$ cat src/logic/flow_alarm_pkg.sv
// Shared constants and types for the flow alarm supervisor.
// Assumes one 250 MHz system clock and 32-bit Avalon-MM register access.
package flow_alarm_pkg;

	// Clock and timing figures.
	localparam int CLK_PERIOD_NS  = 4;              // System clock period in ns.
	localparam int SEC_NS         = 1000000000;     // One second in ns.
	localparam int CYCLES_PER_SEC = SEC_NS / CLK_PERIOD_NS;
	localparam int ALARM_DELAY_S  = 10;             // Alarm, reselect and idle delay in seconds.
	localparam logic [3:0] DELAY_TICKS = 4'(ALARM_DELAY_S); // Delay as a count of one-second ticks.

	// Source indices and counts.
	localparam int NUM_SRC  = 3;                    // Alarm sources.
	localparam int SRC_OVER = 0;                    // Over differential pressure.
	localparam int SRC_EXT  = 1;                    // External contact input.
	localparam int SRC_LOW  = 2;                    // Low or no flow.
	localparam int TMR_IDLE = 3;                    // Keypad idle timer index.
	localparam int NUM_TMR  = 4;                    // Three source timers plus the idle timer.
	localparam int FLOW_W   = 16;                   // Flow sample width.

	// Register byte offsets.
	localparam logic [4:0] REG_PEND   = 5'h00;      // Pending configuration, read/write.
	localparam logic [4:0] REG_ENTER  = 5'h04;      // Enter action, write only.
	localparam logic [4:0] REG_CONFIG = 5'h08;      // Stored configuration, read only.
	localparam logic [4:0] REG_STATUS = 5'h0c;      // Alarm and view status, read only.
	localparam logic [4:0] REG_HIHI   = 5'h10;      // High-high flow limit.
	localparam logic [4:0] REG_MINFL  = 5'h14;      // Minimum flow rate.

	// Field positions.
	localparam int CFG_W        = 6;                // Width of the configuration word.
	localparam int ENTER_BIT    = 0;                // Commit strobe in the enter register.
	localparam int ST_ANY_BIT   = 3;                // Any alarm active.
	localparam int ST_VIEW_LSB  = 4;                // Current view, three bits.
	localparam int ST_ARMED_BIT = 7;                // Low flow alarm armed.
	localparam int ST_EXT_BIT   = 8;                // External input seen low.

	// Reset values.
	localparam logic [5:0]  CFG_RST   = 6'h00;      // Nothing selected, relay disabled.
	localparam logic [15:0] HIHI_RST  = 16'hffff;   // Limit parked at full scale.
	localparam logic [15:0] MINFL_RST = 16'h0000;   // Minimum flow parked at zero.

	// Stored or pending configuration, packed so that it maps onto the register bits.
	typedef struct packed
	{
		logic       relay_en;                       // Master alarm relay enable.
		logic       beep_en;                        // Audible beeper option.
		logic       msg_en;                         // Alarm message option.
		logic [2:0] sel;                            // Per-source select bits.
	} cfg_s;

	// Views the display logic can select.
	typedef enum logic [2:0]
	{
		VIEW_FLOW,
		VIEW_ALARM,
		VIEW_SERVICE,
		VIEW_TOTAL,
		VIEW_TOTAL_RST,
		VIEW_OTHER
	} view_e;

endpackage

$ cat src/logic/flow_alarm_manager.sv
// Alarm supervision for a liquid flow instrument: sources, latches, notification and default view.
// Assumes FLOW_RATE and keypad strobes come from logic on MCLK; EXT_ALARM_N is an asynchronous pin.
// How it works
// - Three sources, each with stored select bit.
// - Pending settings commit only on enter.
// - Any select bit may change anytime.
// - No alarm activates without relay enable.
// - Message and beeper options independently selectable.
// - Raised alarm latches until source deselected.
// - Reselected persisting cause raises after ten seconds.
// - Relay re-enable reactivates persisting alarm.
// - Active alarm drives message indication.
// - Active alarms make alarm view default.
// - Relay disable suppresses alarm default view.
// - Service view leaves only on navigation.
// - Over-limit flow raises over pressure alarm.
// - Over pressure alarm needs safe flow and deselect.
// - Flow below minimum raises low flow alarm.
// - Low flow alarm armed after first flow.
// - Low flow alarm needs flow and deselect.
// - Grounded external input alarms after ten seconds.
// - External alarm needs input high and deselect.
// - Idle ten seconds returns to flow view, except from alarm, service and total views.
`timescale 1ns/10ps
module flow_alarm_manager
#(
	parameter int unsigned CYCLES_PER_SEC = flow_alarm_pkg::CYCLES_PER_SEC // Shorten for simulation.
)
(
	// Clock and reset.
	input  wire logic                              MCLK,
	input  wire logic                              SYS_RST,
	// Avalon-MM register slave.
	input  wire logic [4:0]                        AVS_ADDRESS,
	input  wire logic                              AVS_READ,
	input  wire logic                              AVS_WRITE,
	input  wire logic [31:0]                       AVS_WRITEDATA,
	input  wire logic [3:0]                        AVS_BYTEENABLE,
	output logic      [31:0]                       AVS_READDATA,
	output logic                                   AVS_WAITREQUEST,
	// Flow measurement path.
	input  wire logic [flow_alarm_pkg::FLOW_W-1:0] FLOW_RATE,
	// External contact input, low means alarm.
	input  wire logic                              EXT_ALARM_N,
	// Operator keypad.
	input  wire logic                              KEY_ACT,
	input  wire logic                              KEY_NAV,
	input  wire logic [2:0]                        KEY_VIEW,
	input  wire logic                              KEY_ENTER,
	input  wire logic [5:0]                        KEY_PEND,
	// Alarm and display outputs.
	output logic      [2:0]                        ALARM_ACTIVE,
	output logic                                   ALARM_MSG_IND,
	output logic                                   BEEPER,
	output logic                                   RELAY_OUT,
	output logic      [2:0]                        VIEW_SEL
);

	// Configuration state.
	flow_alarm_pkg::cfg_s pend_ff;                  // Pending settings written by software.
	flow_alarm_pkg::cfg_s cfg_ff;                   // Settings in force.
	logic [15:0]          hihi_ff;                  // High-high flow limit.
	logic [15:0]          minfl_ff;                 // Minimum flow rate.
	logic                 commit;                   // Enter action from bus or keypad.
	logic                 bus_enter;                // Enter written over the bus.
	logic [2:0]           commit_sel;               // Select bits that an enter is about to store.

	// Bus handshake state.
	logic                 req;                      // A request is pending.
	logic                 done;                     // A request is answered at this edge.
	logic [31:0]          nxt_rdata;                // Read data selected by address.

	// External input synchroniser.
	logic                 ext_s1_ff;                // First stage, read only by the second.
	logic                 ext_s2_ff;                // Second stage.
	logic                 ext_s3_ff;                // Third stage.
	logic                 ext_low_ff;               // Filtered level, high while grounded.

	// Alarm state.
	logic                 armed_ff;                 // Low flow alarm armed after first flow.
	logic [2:0]           cause;                    // Raw alarm causes.
	logic [2:0]           qual;                     // Causes that may raise an alarm.
	logic [2:0]           raise;                    // Alarm raise strobes.
	logic [2:0]           rearm_ff;                 // Reselected source waits out the delay.
	logic [2:0]           latch_ff;                 // Latched alarms.
	logic [2:0]           active;                   // Latched alarms gated by the relay.
	logic                 any_act;                  // Any alarm active.
	logic                 any_act_d_ff;             // Previous any_act, for edge detection.

	// Timers and view.
	logic [flow_alarm_pkg::NUM_TMR-1:0] tmr_run;    // Timer runs while its condition holds.
	logic [flow_alarm_pkg::NUM_TMR-1:0] tmr_done;   // Timer has counted the full delay.
	flow_alarm_pkg::view_e view_ff;                 // Current view.

	// Bus decode. A request is answered once, then waitrequest rises again. Writes wait for the
	// edge at which the master sees waitrequest low, so a write never lands before the master knows.
	assign req        = (AVS_READ | AVS_WRITE) & AVS_WAITREQUEST;
	assign done       = (AVS_READ | AVS_WRITE) & ~AVS_WAITREQUEST;
	assign bus_enter  = done & AVS_WRITE & (AVS_ADDRESS == flow_alarm_pkg::REG_ENTER)
		& AVS_BYTEENABLE[0] & AVS_WRITEDATA[flow_alarm_pkg::ENTER_BIT];
	assign commit     = bus_enter | KEY_ENTER;
	assign commit_sel = KEY_ENTER ? KEY_PEND[2:0] : pend_ff.sel; // Keypad enter wins, as in the commit.

	// Read multiplexer; unmapped addresses read as zero.
	always_comb
	begin
		nxt_rdata = 32'h0;
		case (AVS_ADDRESS)
			flow_alarm_pkg::REG_PEND:   nxt_rdata = {26'h0, pend_ff};
			flow_alarm_pkg::REG_CONFIG: nxt_rdata = {26'h0, cfg_ff};
			flow_alarm_pkg::REG_STATUS:
			begin
				nxt_rdata[2:0] = latch_ff;
				nxt_rdata[flow_alarm_pkg::ST_ANY_BIT] = any_act;
				nxt_rdata[flow_alarm_pkg::ST_VIEW_LSB +: 3] = view_ff;
				nxt_rdata[flow_alarm_pkg::ST_ARMED_BIT] = armed_ff;
				nxt_rdata[flow_alarm_pkg::ST_EXT_BIT] = ext_low_ff;
			end
			flow_alarm_pkg::REG_HIHI:   nxt_rdata = {16'h0, hihi_ff};
			flow_alarm_pkg::REG_MINFL:  nxt_rdata = {16'h0, minfl_ff};
			default:                    nxt_rdata = 32'h0;
		endcase
	end

	// Handshake: waitrequest drops for exactly one cycle, one edge after the request appears.
	always_ff @(posedge MCLK)
	begin
		if (SYS_RST)
		begin
			AVS_WAITREQUEST <= 1'b1;
			AVS_READDATA    <= 32'h0;
		end
		else if (req)
		begin
			AVS_WAITREQUEST <= 1'b0;
			AVS_READDATA    <= AVS_READ ? nxt_rdata : 32'h0;
		end
		else
			AVS_WAITREQUEST <= 1'b1; // Back to waiting so the same request is never answered twice.
	end

	// Register writes; a bus write lands at the edge that samples waitrequest low, when the master lets go.
	always_ff @(posedge MCLK)
	begin
		if (SYS_RST)
		begin
			pend_ff  <= flow_alarm_pkg::CFG_RST;
			hihi_ff  <= flow_alarm_pkg::HIHI_RST;
			minfl_ff <= flow_alarm_pkg::MINFL_RST;
		end
		else if (done & AVS_WRITE)
		begin
			case (AVS_ADDRESS)
				flow_alarm_pkg::REG_PEND:
				begin
					if (AVS_BYTEENABLE[0])
						pend_ff <= AVS_WRITEDATA[5:0];
				end
				flow_alarm_pkg::REG_HIHI:
				begin
					if (AVS_BYTEENABLE[0])
						hihi_ff[7:0] <= AVS_WRITEDATA[7:0];
					if (AVS_BYTEENABLE[1])
						hihi_ff[15:8] <= AVS_WRITEDATA[15:8];
				end
				flow_alarm_pkg::REG_MINFL:
				begin
					if (AVS_BYTEENABLE[0])
						minfl_ff[7:0] <= AVS_WRITEDATA[7:0];
					if (AVS_BYTEENABLE[1])
						minfl_ff[15:8] <= AVS_WRITEDATA[15:8];
				end
				default:
				begin
					// Unmapped or read-only offsets ignore writes.
				end
			endcase
		end
		else if (KEY_ENTER)
			pend_ff <= KEY_PEND; // The keypad enter commits its own pending selection, so mirror it here.
	end

	// Commit of pending settings. Until an enter, stored settings never move.
	always_ff @(posedge MCLK)
	begin
		if (SYS_RST)
			cfg_ff <= flow_alarm_pkg::CFG_RST;
		else if (KEY_ENTER)
			cfg_ff <= KEY_PEND;
		else if (bus_enter)
			cfg_ff <= pend_ff;
	end

	// Three-stage synchroniser; the level moves only when stages two and three agree.
	always_ff @(posedge MCLK)
	begin
		if (SYS_RST)
		begin
			ext_s1_ff  <= 1'b1;
			ext_s2_ff  <= 1'b1;
			ext_s3_ff  <= 1'b1;
			ext_low_ff <= 1'b0;
		end
		else
		begin
			ext_s1_ff <= EXT_ALARM_N;
			ext_s2_ff <= ext_s1_ff;
			ext_s3_ff <= ext_s2_ff;
			if (ext_s2_ff == ext_s3_ff)
				ext_low_ff <= ~ext_s3_ff;
		end
	end

	// Low flow stays disarmed after boot until flow first rises above the minimum.
	always_ff @(posedge MCLK)
	begin
		if (SYS_RST)
			armed_ff <= 1'b0;
		else if (FLOW_RATE > minfl_ff)
			armed_ff <= 1'b1;
	end

	// Raw causes. Zero flow counts as low flow even with the minimum parked at zero.
	assign cause[flow_alarm_pkg::SRC_OVER] = FLOW_RATE > hihi_ff;
	assign cause[flow_alarm_pkg::SRC_EXT]  = ext_low_ff;
	assign cause[flow_alarm_pkg::SRC_LOW]  = armed_ff & ((FLOW_RATE < minfl_ff) | (FLOW_RATE == 16'h0));

	// A cause only counts when its source is selected and the relay is enabled.
	assign qual    = cause & cfg_ff.sel & {3{cfg_ff.relay_en}};
	assign tmr_run = {~KEY_ACT & ~KEY_NAV, qual};

	// Per-source raise and latch. The latch ignores the cause going away; only deselection clears it.
	genvar gi;
	generate
		for (gi = 0; gi < flow_alarm_pkg::NUM_SRC; gi++)
		begin : g_src
			// External alarms always wait; the others wait only after a reselection.
			assign raise[gi] = qual[gi] & ((gi == flow_alarm_pkg::SRC_EXT) | rearm_ff[gi] ? tmr_done[gi] : 1'b1);

			// An enter judges the incoming selection; the stored one still shows the old bit at that edge.
			always_ff @(posedge MCLK)
			begin
				if (SYS_RST)
					rearm_ff[gi] <= 1'b0;
				else if (commit)
					rearm_ff[gi] <= commit_sel[gi] & cause[gi] & ~latch_ff[gi] & ~raise[gi];
				else if (!cfg_ff.sel[gi] || raise[gi])
					rearm_ff[gi] <= 1'b0;
			end

			always_ff @(posedge MCLK)
			begin
				if (SYS_RST)
					latch_ff[gi] <= 1'b0;
				else if (raise[gi])
					latch_ff[gi] <= 1'b1;
				else if (!cfg_ff.sel[gi])
					latch_ff[gi] <= 1'b0;
			end
		end
	endgenerate

	// Second-tick timers. Each restarts from zero whenever its condition drops, then saturates.
	generate
		for (gi = 0; gi < flow_alarm_pkg::NUM_TMR; gi++)
		begin : g_tmr
			logic [31:0] pre_ff;                    // Cycles within the current second.
			logic [3:0]  sec_ff;                    // Whole seconds counted.

			assign tmr_done[gi] = sec_ff == flow_alarm_pkg::DELAY_TICKS;

			always_ff @(posedge MCLK)
			begin
				if (SYS_RST || !tmr_run[gi])
				begin
					pre_ff <= 32'h0;
					sec_ff <= 4'h0;
				end
				else if (!tmr_done[gi])
				begin
					if (pre_ff == 32'(CYCLES_PER_SEC - 1))
					begin
						pre_ff <= 32'h0;
						sec_ff <= sec_ff + 4'h1;
					end
					else
						pre_ff <= pre_ff + 32'h1;
				end
			end
		end
	endgenerate

	// The relay gates what the outside sees, so re-enabling shows a still-latched alarm again.
	assign active  = latch_ff & {3{cfg_ff.relay_en}};
	assign any_act = |active;

	// Notification and view outputs, all registered; the view shows one edge after it is chosen.
	always_ff @(posedge MCLK)
	begin
		if (SYS_RST)
		begin
			ALARM_ACTIVE  <= 3'h0;
			ALARM_MSG_IND <= 1'b0;
			BEEPER        <= 1'b0;
			RELAY_OUT     <= 1'b0;
			VIEW_SEL      <= 3'h0;
			any_act_d_ff  <= 1'b0;
		end
		else
		begin
			ALARM_ACTIVE  <= active;
			ALARM_MSG_IND <= any_act & cfg_ff.msg_en;
			BEEPER        <= any_act & cfg_ff.beep_en;
			RELAY_OUT     <= any_act;
			VIEW_SEL      <= view_ff;
			any_act_d_ff  <= any_act;
		end
	end

	// View selection: navigation wins, then the service view hold, then alarm onset, then the idle timeout.
	always_ff @(posedge MCLK)
	begin
		if (SYS_RST)
			view_ff <= flow_alarm_pkg::VIEW_FLOW;
		else if (KEY_NAV)
			view_ff <= flow_alarm_pkg::view_e'(KEY_VIEW);
		else if (view_ff == flow_alarm_pkg::VIEW_SERVICE)
			view_ff <= view_ff;
		else if (any_act && !any_act_d_ff)
			view_ff <= flow_alarm_pkg::VIEW_ALARM;
		else if (tmr_done[flow_alarm_pkg::TMR_IDLE])
		begin
			case (view_ff)
				flow_alarm_pkg::VIEW_TOTAL, flow_alarm_pkg::VIEW_TOTAL_RST:
					view_ff <= any_act ? flow_alarm_pkg::VIEW_ALARM : view_ff;
				flow_alarm_pkg::VIEW_ALARM:
					view_ff <= view_ff;
				default:
					view_ff <= any_act ? flow_alarm_pkg::VIEW_ALARM : flow_alarm_pkg::VIEW_FLOW;
			endcase
		end
	end
endmodule

$ cat config.mk
export PLATFORM = sky130hd
export DESIGN_NAME = flow_alarm_manager
export DESIGN_NICKNAME = d
export VERILOG_FILES = /design/src/logic/flow_alarm_pkg.sv /design/src/logic/flow_alarm_manager.sv
export SDC_FILE = /design/constraint.sdc
export NUM_CORES = 1
export LEC_CHECK = 0
export ABC_AREA = 1
export BUFFER_PORTS_ARGS = -buffer_cell sky130_fd_sc_hd__buf_2
export CAP_MARGIN = 20
export CORE_ASPECT_RATIO = 2
export CORE_MARGIN = 5
export CORE_UTILIZATION = 40
export CTS_CLUSTER_DIAMETER = 150
export CTS_CLUSTER_SIZE = 10
export DETAILED_ROUTE_END_ITERATION = 7
export SYNTH_ARGS = -nofsm -noshare
export SYNTH_HDL_FRONTEND = slang
export SYNTH_SLANG_ARGS = --single-unit
export TNS_END_PERCENT = 100
$ cat constraint.sdc
create_clock -name MCLK -period 2.4 [get_ports MCLK]
set_input_delay 0.24 -clock MCLK [delete_from_list [all_inputs] [get_ports MCLK]]
set_output_delay 0.24 -clock MCLK [all_outputs]
set_load 0.02 [all_outputs]
== After elaboration in Yosys (flattened, before gate mapping) ==
Index checks and enable logic that the tools add are counted.
Storage, ports and cells
  output and inout port bits: 42
  input port bits: 74
  register bits: 243
  logic and storage cells: 179
Operators by class
  bitwise logic cells: 37
  $add $sub $neg: 8
  equal/unequal tests: 26
  mux-type cells: 34
  magnitude comparators: 3
  reductions and logical operators: 33
Operator list (number)
  $mux 32: 5
  $add 32x1->32 const B: 4
  $eq 32x28->1 const B: 4
  $pmux 9 s5: 1
  $mux 6: 6
  $gt 16x16->1: 2
  $and 1x1->1: 19
  $mux 3: 6
  $add 4x1->4 const B: 4
  $eq 4x4->1 const B: 4
  $logic_not 16->1: 1
  $lt 16x16->1: 1
  $reduce_and 3->1: 5
  $mux 1: 14
  $pmux 7 s2: 1
  $not 1->1: 12
  $eq 5x4->1 const B: 2
  $eq 5x5->1 const B: 2
  $and 3x3->3: 3
  $ne 2x1->1 const B: 4
  $reduce_and 2->1: 4
  $reduce_bool 2->1: 4
  $logic_not 1->1: 7
  $eq 3x2->1 const B: 2
  16 further kinds: 24

== Logic depth before layout (Yosys ltp) ==
Gate-level depths: netlist (run 1).
  word-level depth: 9
  depth in mapped cells: 16
  gate-level depth less buffers: 16

== Worst setup path after synthesis (run 1) ==
OpenSTA, ideal clock, no wires.
  path kind: register -> register
  start point: register hihi_ff[15]
  end point: register g_tmr[0].pre_ff[30]
  path buffers: 1
  arrival time: 1.546 ns
  period minus slack after synthesis: 1.663 ns
  slack: 0.737 ns
  setup time: 0.117 ns
  stages on the path, launching flop included: 11
  required time: 2.283 ns
  cells stage by stage: dfxtp_1 > inv_1 > ha_1 > nand2_1 > inv_1 > nand3_1 > nor3_1 > nand3_1 > nand4_4 > buf_2 > nor2_1
Between the ends
  word-level cells in the longest chain between the ends: 5
Ends and longest elaborated chain
  start: declaration: line flow_alarm_manager.sv:62  | logic [15:0] hihi_ff;
  start signal: assignment: line flow_alarm_manager.sv:148  | hihi_ff <= flow_alarm_pkg::HIHI_RST;
  start signal: assignment: line flow_alarm_manager.sv:164  | hihi_ff[15:8] <= AVS_WRITEDATA[15:8];
  $gt 16x16->1: line flow_alarm_manager.sv:224  | assign cause[flow_alarm_pkg::SRC_OVER] = FLOW_RATE > hihi_ff;
  $and 3x3->3 (2 in a row): line flow_alarm_manager.sv:229  | assign qual = cause & cfg_ff.sel & {3{cfg_ff.relay_en}};
  $logic_not 1->1: line flow_alarm_manager.sv:274  | if (SYS_RST || !tmr_run[gi])
  $logic_or 1x1->1: line flow_alarm_manager.sv:274
  end signal: assignment: line flow_alarm_manager.sv:287  | pre_ff <= pre_ff + 32'h1;
  end: declaration: line flow_alarm_manager.sv:267  | logic [31:0] pre_ff;
No other way between the ends.
A chain may end at the register's enable or synchronous reset.

== Worst setup path in the final report (run 1) ==
  start point: register hihi_ff[15]
  end point: register g_tmr[0].pre_ff[24]
The elaborated chain is that of the path after synthesis.

==> metrics.md, run 1 <==
| Metric | Value |
|---|---|
| CTS Root Cell | `clkbuf_16` |
| # H-tree levels | `1` |
| Total GRT Usage | `21.6%` |
| First-pass GRT wire length | `67.9 mm` |
| R2R Path End | `g_tmr[0].pre_ff[24]` |
| Overflow after GRT | `0` |
| FF-to-FF path depth | `10` |
| CP Capture Point | `g_tmr[0].pre_ff[24]` |
| Warnings from Yosys | `0` |
| Routed WL | `43.0 mm` |
| Routability cong. | `0.914` |
| Share of layout cells above drive strength 1 | `10.2%` |
| Slew Limit Fails | `0` |
| Final critical-path share of the clock period | `92.0%` |
| Worst setup path startpoint | `hihi_ff[15]` |
| Worst-path maximum fanout | `18` |
| FF-to-FF Start | `hihi_ff[15]` |
| DRC | `0` |
| DRT Pass-1 Iters | `5` |
| Die Y | `approximately 270 um` |
| Hold path depth | `3` |
| CTS tree | `built` |
| Nets | `2,304` |
| Antenna Violating Nets Remaining | `0` |
| Syn Inst Count | `2,076` |
| Main area contributors after synthesis | `dfxtp_1 33%, nand2_1 15%, nor2_1 6.5%, inv_1 6.2%, a21oi_1 5.6%` |
| FFs w/ async S/R, synth | `0%` |
| Initial antenna violation count | `0` |
| Slew margin rel. | `between 60% and 70%` |
| ANT cells | `0` |
| Clock Sink Count | `227` |
| CTS max path bufs | `3` |
| Post-synthesis register bit count | `227` |
| Final setup fails | `0` |
| Status | `completed` |
| Site Rows | `95` |
| Area growth syn-to-layout | `13.5%` |
| Tmin final | `2210 ps` |
| Clock Latency Late Sink | `approximately 560 ps` |
| IO Port Bufs | `81` |
| Final hold vios | `0` |
| Worst Path Required | `about 2900 ps` |
| Crit Path Class | `reg -> reg` |
| Syn Area/Cell | `6.57 um2` |
| Pwr/cell area | `496 nW/um2` |
| Yosys top cell area share | `33.3%` |
| Worst VDD drop | `roughly 0.00047 V` |
| HP Start | `KEY_ENTER` |
| Max-cap violations | `0` |
| Final Util | `46.0%` |
| CP arrival | `2690 ps` |
| Synth cell types | `54` |
| Setup tns final | `0 ps` |
| EDFF count, synth | `0` |
| Crit path capture type | `flip-flop` |
| Routed vias/inst | `between 5 and 6` |
| Prevailing post-synth register cell | `dfxtp_1` |
| Clk pin slew, worst setup/hold paths | `60 ps` |
| Number of global-route vias before repair | `around 14,000` |
| RSZ-0062 raised after global routing | `false` |
| Slowest CP cell | `nand4_4` |
| Effective utilization at floorplan | `40.6%` |
| Largest net degree at the start of global routing | `between 40 and 50` |
| Via count | `around 14,000` |
| Setup crit start kind | `flip-flop` |
| Dpl hpwl | `32.7 mm` |
| Mapped Area | `13,600 um2` |
| DIE AREA | `38,100 um2` |
| CTS Buf Count | `26` |
| Hold Crit Class | `in -> reg` |
| Average routed wire per standard cell | `16.4 um` |
| Slowest cell delay on critical path | `between 300 and 400 ps` |
| Least-Margin Pin Slew | `575 ps` |
| Clk_skew | `12.2 ps` |
| Slack of the worst reg-to-reg path | `roughly 190 ps` |
| Num ports | `116` |
| Post-synth top cells | `534 x nand2_1, 237 x nor2_1, 227 x dfxtp_1, 227 x inv_1, 154 x a21oi_1` |
| Yosys top cell by area | `dfxtp_1` |
| Core Area | `33,600 um2` |
| CP Cell Sequence | `inv_1, ha_1, nand2_1, inv_1, nand3_1, nor3_1, nand2_1, nand2_2, nand4_4, a21oi_1` |
| Die X-Extent | `between 100 and 150 um` |
| Fmax | `about 0.45 GHz` |
| Most frequent cell after synthesis | `nand2_1` |
| Seq/Total Area, Yosys | `roughly 33%` |
| P_leak | `5.61 nW` |
| First DRT Iteration DRCs | `573` |
how the worst min path moves through the flow:
stage                       endpoint  slack, ps
final                      cfg_ff[3]         40
after global routing       cfg_ff[3]         50
after CTS                  cfg_ff[3]         20
after detailed placement  ext_low_ff        400
after global placement    ext_low_ff        390
after floorplan            ext_s1_ff        340
repair_timing:
action,CTS,global route
resized for setup,0,3
endpoints found under the setup margin,0,36
hold buffers,29,0
hold endpoints to repair,40,0
setup buffers,0,1
flip-flops by register name, indices dropped and copies added (netlist names), 3 cells and up:
register	cells
AVS_READDATA	16
view_ff	3
minfl_ff	16
pend_ff	6
g_tmr.pre_ff	128
cfg_ff	6
latch_ff	3
VIEW_SEL	3
g_tmr.sec_ff	16
hihi_ff	16
ALARM_ACTIVE	3
through the flow:
step	area (um2)	hold WS, ps	power (mW)	setup slack [ps]	instances
finish	15500	43.0	7.69	191	2622
global route	15500	54.8	7.98	12.4	2622
CTS	15400	23.1	7.80	20.4	2620
detailed placement	14500	400	4.26	14.0	2563
global placement	14500	388	4.25	71.1	2563
floorplan	13700	344	4.13	737	2091
critical path, delay by kind of cell, from the launching register on:
family / cells / cell delay (ps)
AOI/OAI and AO/OA: 1 / 240
adders and majority gates: 1 / 300
buffers and inverters: 2 / 130
and+or+nand+nor: 6 / 1150
DFF: 1 / 310
final cells by class:
cell class / instances / area, um2
flip-flops and latches: 227 / 4540
well taps: 436 / 546
clock inverters: 2 / 21.3
clock buffers: 26 / 651
fillers: 3517 / 18100
inverters: 241 / 906
multi-input cells: 1555 / 7910
repair buffers: 135 / 908
routing by layer:
| metal | vias to the layer above | track usage, % | part of all wire, % |
|---|---|---|---|
| li1 | 7023 | - | - |
| met1 | 6346 | 20.5 | 35 |
| met2 | 329 | 43.6 | 56 |
| met3 | 131 | 2.61 | 3.5 |
| met4 | 0 | 11.5 | 5.8 |
| met5 | - | 0 | 0 |
cell families (layout without fill, tap and decap cells):
family | count (synthesis) | count (layout) | share of synthesized area, %
AOI/OAI and AO/OA | 288 | 288 | 11.9
buffers and inverters | 310 | 404 | 9.35
xor gates and xnor gates | 34 | 34 | 2.18
adders and majority gates | 44 | 44 | 4.03
and+or+nand+nor | 1172 | 1173 | 39.2
DFF | 227 | 227 | 33.3
other | 1 | 16 | 0.0275
cells in the final DEF, fill, tap and decap left out, types with 3 or more instances in the layout:
cell | netlist | final
nand2_1 | 534 | 533
nor2_1 | 237 | 237
dfxtp_1 | 227 | 227
inv_1 | 227 | 227
a21oi_1 | 154 | 154
nand3_1 | 134 | 133
nor3_1 | 84 | 84
nand4_1 | 84 | 84
buf_2 | 22 | 81
o21ai_0 | 56 | 56
ha_1 | 44 | 44
dlygate4sd3_1 | 0 | 29
clkbuf_16 | 0 | 26
xor2_1 | 24 | 24
buf_4 | 22 | 23
o211ai_1 | 21 | 21
a31oi_1 | 16 | 16
conb_1 | 1 | 16
nand3_2 | 13 | 14
nor2_2 | 14 | 14
o22ai_1 | 13 | 13
inv_2 | 12 | 12
nor4_1 | 11 | 11
nand2_2 | 9 | 10
nor2_4 | 10 | 10
nor3b_1 | 10 | 10
xnor2_1 | 10 | 10
or2_2 | 8 | 8
o21a_1 | 7 | 7
a21o_1 | 7 | 7
nor3_2 | 5 | 5
nand3b_1 | 5 | 5
or2_0 | 3 | 3
nor3_4 | 3 | 3
o221ai_1 | 3 | 3
report_power, final:
group          switching [mW]  total [mW]  internal (mW)
clock                    1.56        3.47           1.90
combinational           0.256       0.398          0.142
sequential             0.0215        3.82           3.80
Power figures use the tool's default switching activity.
==> run 2: changes to the inputs <==
==> constraint.sdc (replaced) <==
create_clock -name MCLK -period 2.5 [get_ports MCLK]
set_input_delay 0.25 -clock MCLK [delete_from_list [all_inputs] [get_ports MCLK]]
set_output_delay 0.25 -clock MCLK [all_outputs]
set_load 0.02 [all_outputs]
==> metrics.md, run 2 (same netlist as run 1, synthesis figures left out) <==
| Metric | Value |
|---|---|
| # H-tree levels | `1 (unchanged)` |
| FF-to-FF Start | `hihi_ff[15] (unchanged)` |
| Largest net degree at the start of global routing | `47 (unchanged)` |
| Die Y | `271 um (unchanged)` |
| Crit Path Class | `reg -> reg (unchanged)` |
| Pwr/cell area | `477 nW/um2 (was 496 nW/um2)` |
| Overflow after GRT | `0 (unchanged)` |
| Final setup fails | `0 (unchanged)` |
| R2R Path End | `g_tmr[0].pre_ff[5] (was g_tmr[0].pre_ff[24])` |
| Total Power | `7.38 mW (was 7.69 mW)` |
| Max-cap violations | `0 (unchanged)` |
| Clock Sink Count | `227 (unchanged)` |
| DRC | `0 (unchanged)` |
| Final Util | `45.9% (was 46.0%)` |
| Initial antenna violation count | `0 (unchanged)` |
| Core Area | `33,600 um2 (unchanged)` |
| Crit path capture type | `flip-flop (unchanged)` |
| Die X-Extent | `141 um (unchanged)` |
| Clock Latency Late Sink | `560 ps (about the same)` |
| Via count | `13,800 (about the same)` |
| Average routed wire per standard cell | `16.2 um (was 16.4 um)` |
| Area growth syn-to-layout | `13.2% (was 13.5%)` |
| Most frequent cells in the layout | `533 x nand2_1, 237 x nor2_1, 227 x dfxtp_1, 227 x inv_1, 154 x a21oi_1 (unchanged)` |
| Slack of the worst reg-to-reg path | `270 ps (was 190 ps)` |
| Worst VDD drop | `0.000562 V (was 0.000467 V)` |
| Clk_skew | `25.7 ps (was 12.2 ps)` |
| Nets | `2,300 (was 2,304)` |
| CTS max path bufs | `3 (unchanged)` |
| CTS Buf Count | `26 (unchanged)` |
| CTS tree | `built (unchanged)` |
| CP Capture Point | `g_tmr[0].pre_ff[5] (was g_tmr[0].pre_ff[24])` |
| Postcts setup bufs | `0 (unchanged)` |
| FF-to-FF path depth | `10 (unchanged)` |
| Routed WL | `42.5 mm (was 43.0 mm)` |
| CP arrival | `2690 ps (about the same)` |
| Tmin final | `2230 ps (was 2210 ps)` |
| Number of global-route vias before repair | `13,900 (was 13,600)` |
| Dpl hpwl | `32.8 mm (was 32.7 mm)` |
| Setup tns final | `0 ps (unchanged)` |
| Site Rows | `95 (unchanged)` |
| ANT cells | `0 (unchanged)` |
| Fmax | `0.449 GHz (was 0.453 GHz)` |
| DIE AREA | `38,100 um2 (unchanged)` |
| Setup crit start kind | `flip-flop (unchanged)` |
| Routability cong. | `0.942 (was 0.914)` |
| Max FFs per register | `128 (unchanged)` |
| Slew Limit Fails | `0 (unchanged)` |
| P_leak | `5.59 nW (was 5.61 nW)` |
| Final hold vios | `0 (unchanged)` |
| First-pass GRT wire length | `68.1 mm (was 67.9 mm)` |
| Antenna Violating Nets Remaining | `0 (unchanged)` |
| Total GRT Usage | `21.6% (about the same)` |
| Effective utilization at floorplan | `40.6% (unchanged)` |
| RSZ-0062 raised after global routing | `false (unchanged)` |
| DRT Pass-1 Iters | `5 (unchanged)` |
| Status | `completed (unchanged)` |
| Num ports | `116 (unchanged)` |
| Least-Margin Pin Slew | `582 ps (was 575 ps)` |
| IO Port Bufs | `81 (unchanged)` |
| First DRT Iteration DRCs | `539 (was 573)` |
| Final hold slack | `30.1 ps (was 43.0 ps)` |
| Clk pin slew, worst setup/hold paths | `60 ps (about the same)` |
| Fill count | `3,530 (was 3,517)` |
| CTS Root Cell | `clkbuf_16 (unchanged)` |
| Placed cell area | `14,500 um2 (about the same)` |
| Worst setup path startpoint | `hihi_ff[15] (unchanged)` |
| Worst Path Required | `2960 ps (was 2880 ps)` |
| Routed vias/inst | `5.28 (was 5.27)` |
| Final critical-path share of the clock period | `89.1% (was 92.0%)` |
| Fin area | `15,500 um2 (about the same)` |
| Share of layout cells above drive strength 1 | `10.1% (was 10.2%)` |
| Worst-path maximum fanout | `18 (unchanged)` |
| Slew margin rel. | `61.1% (was 61.3%)` |
| Hold Crit Class | `in -> reg (unchanged)` |
| Commonest non-fill, non-tap cell in the layout | `nand2_1 (unchanged)` |
| Biggest register | `g_tmr.pre_ff (unchanged)` |
-- run 2: cell count changes in the layout (fill, tap and decap cells not counted), sizes merged --
| cell | delta |
|---|---|
| dlygate4sd3 | -2 |
| buf | -2 |
-- run 2: where the power goes --
part / switching (mW) / internal, mW / total, mW
sequential: 0.0212 / 3.65 / 3.67
combinational: 0.245 / 0.136 / 0.381
clock: 1.49 / 1.84 / 3.33
total: 1.76 / 5.62 / 7.38
-- run 2: worst min path at each step --
| stage | startpoint | to | slack, ps | cells past startpoint |
|---|---|---|---|---|
| after floorplan | EXT_ALARM_N | ext_s1_ff | 350 | 1 |
| after global placement | ext_s3_ff | ext_low_ff | 390 | 1 |
| after detailed placement | ext_s3_ff | ext_low_ff | 400 | 1 |
| after CTS | AVS_WRITE | AVS_WAITREQUEST | 0.9 | 4 |
| after global routing | KEY_ENTER | cfg_ff[4] | 40 | 3 |
| final | AVS_WRITE | AVS_WAITREQUEST | 30 | 4 |
-- run 2: what timing repair did --
item                       4_1_cts  5_1_grt
resized for setup                0        3
hold buffers                    27        0
hold endpoints to repair        39        0
setup endpoints to repair        0       36
-- run 2: routing by layer --
layer  GRT usage (%)  wire length [um]  vias to the layer above
li1                -                 -                     7025
met1            20.3             14900                     6392
met2            43.6             23700                      274
met3            2.59              1400                      130
met4            11.7              2500                        0
met5               0                 0                        -
-- run 2: layout make-up --
cell class                      instances  area, um2  area share (%)
Timing Repair Buffer                  131        861            5.57
Inverter                              241        906            5.86
Sequential cell                       227       4540            29.4
Tap cell                              436        546            3.53
Multi-Input combinational cell       1555       7910            51.2
Clock buffer                           26        651            4.21
Clock inverter                          2       35.0           0.227
-- run 2: metrics by stage --
stage | instances | setup slack, ps
final | 2618 | 272
after global routing | 2618 | 6.68
after CTS | 2617 | 145
after detailed placement | 2562 | 152
after global placement | 2562 | 162
after floorplan | 2091 | 837
-- run 2: worst max-delay path, cell delays in order, from the launching register on --
cell	delay, ps
dfxtp_1	310
inv_1	60
ha_1	290
nand2_1	80
inv_1	50
nand3_1	80
nor3_1	290
nand2_1	110
nand2_2	230
nand4_4	360
a21oi_1	240
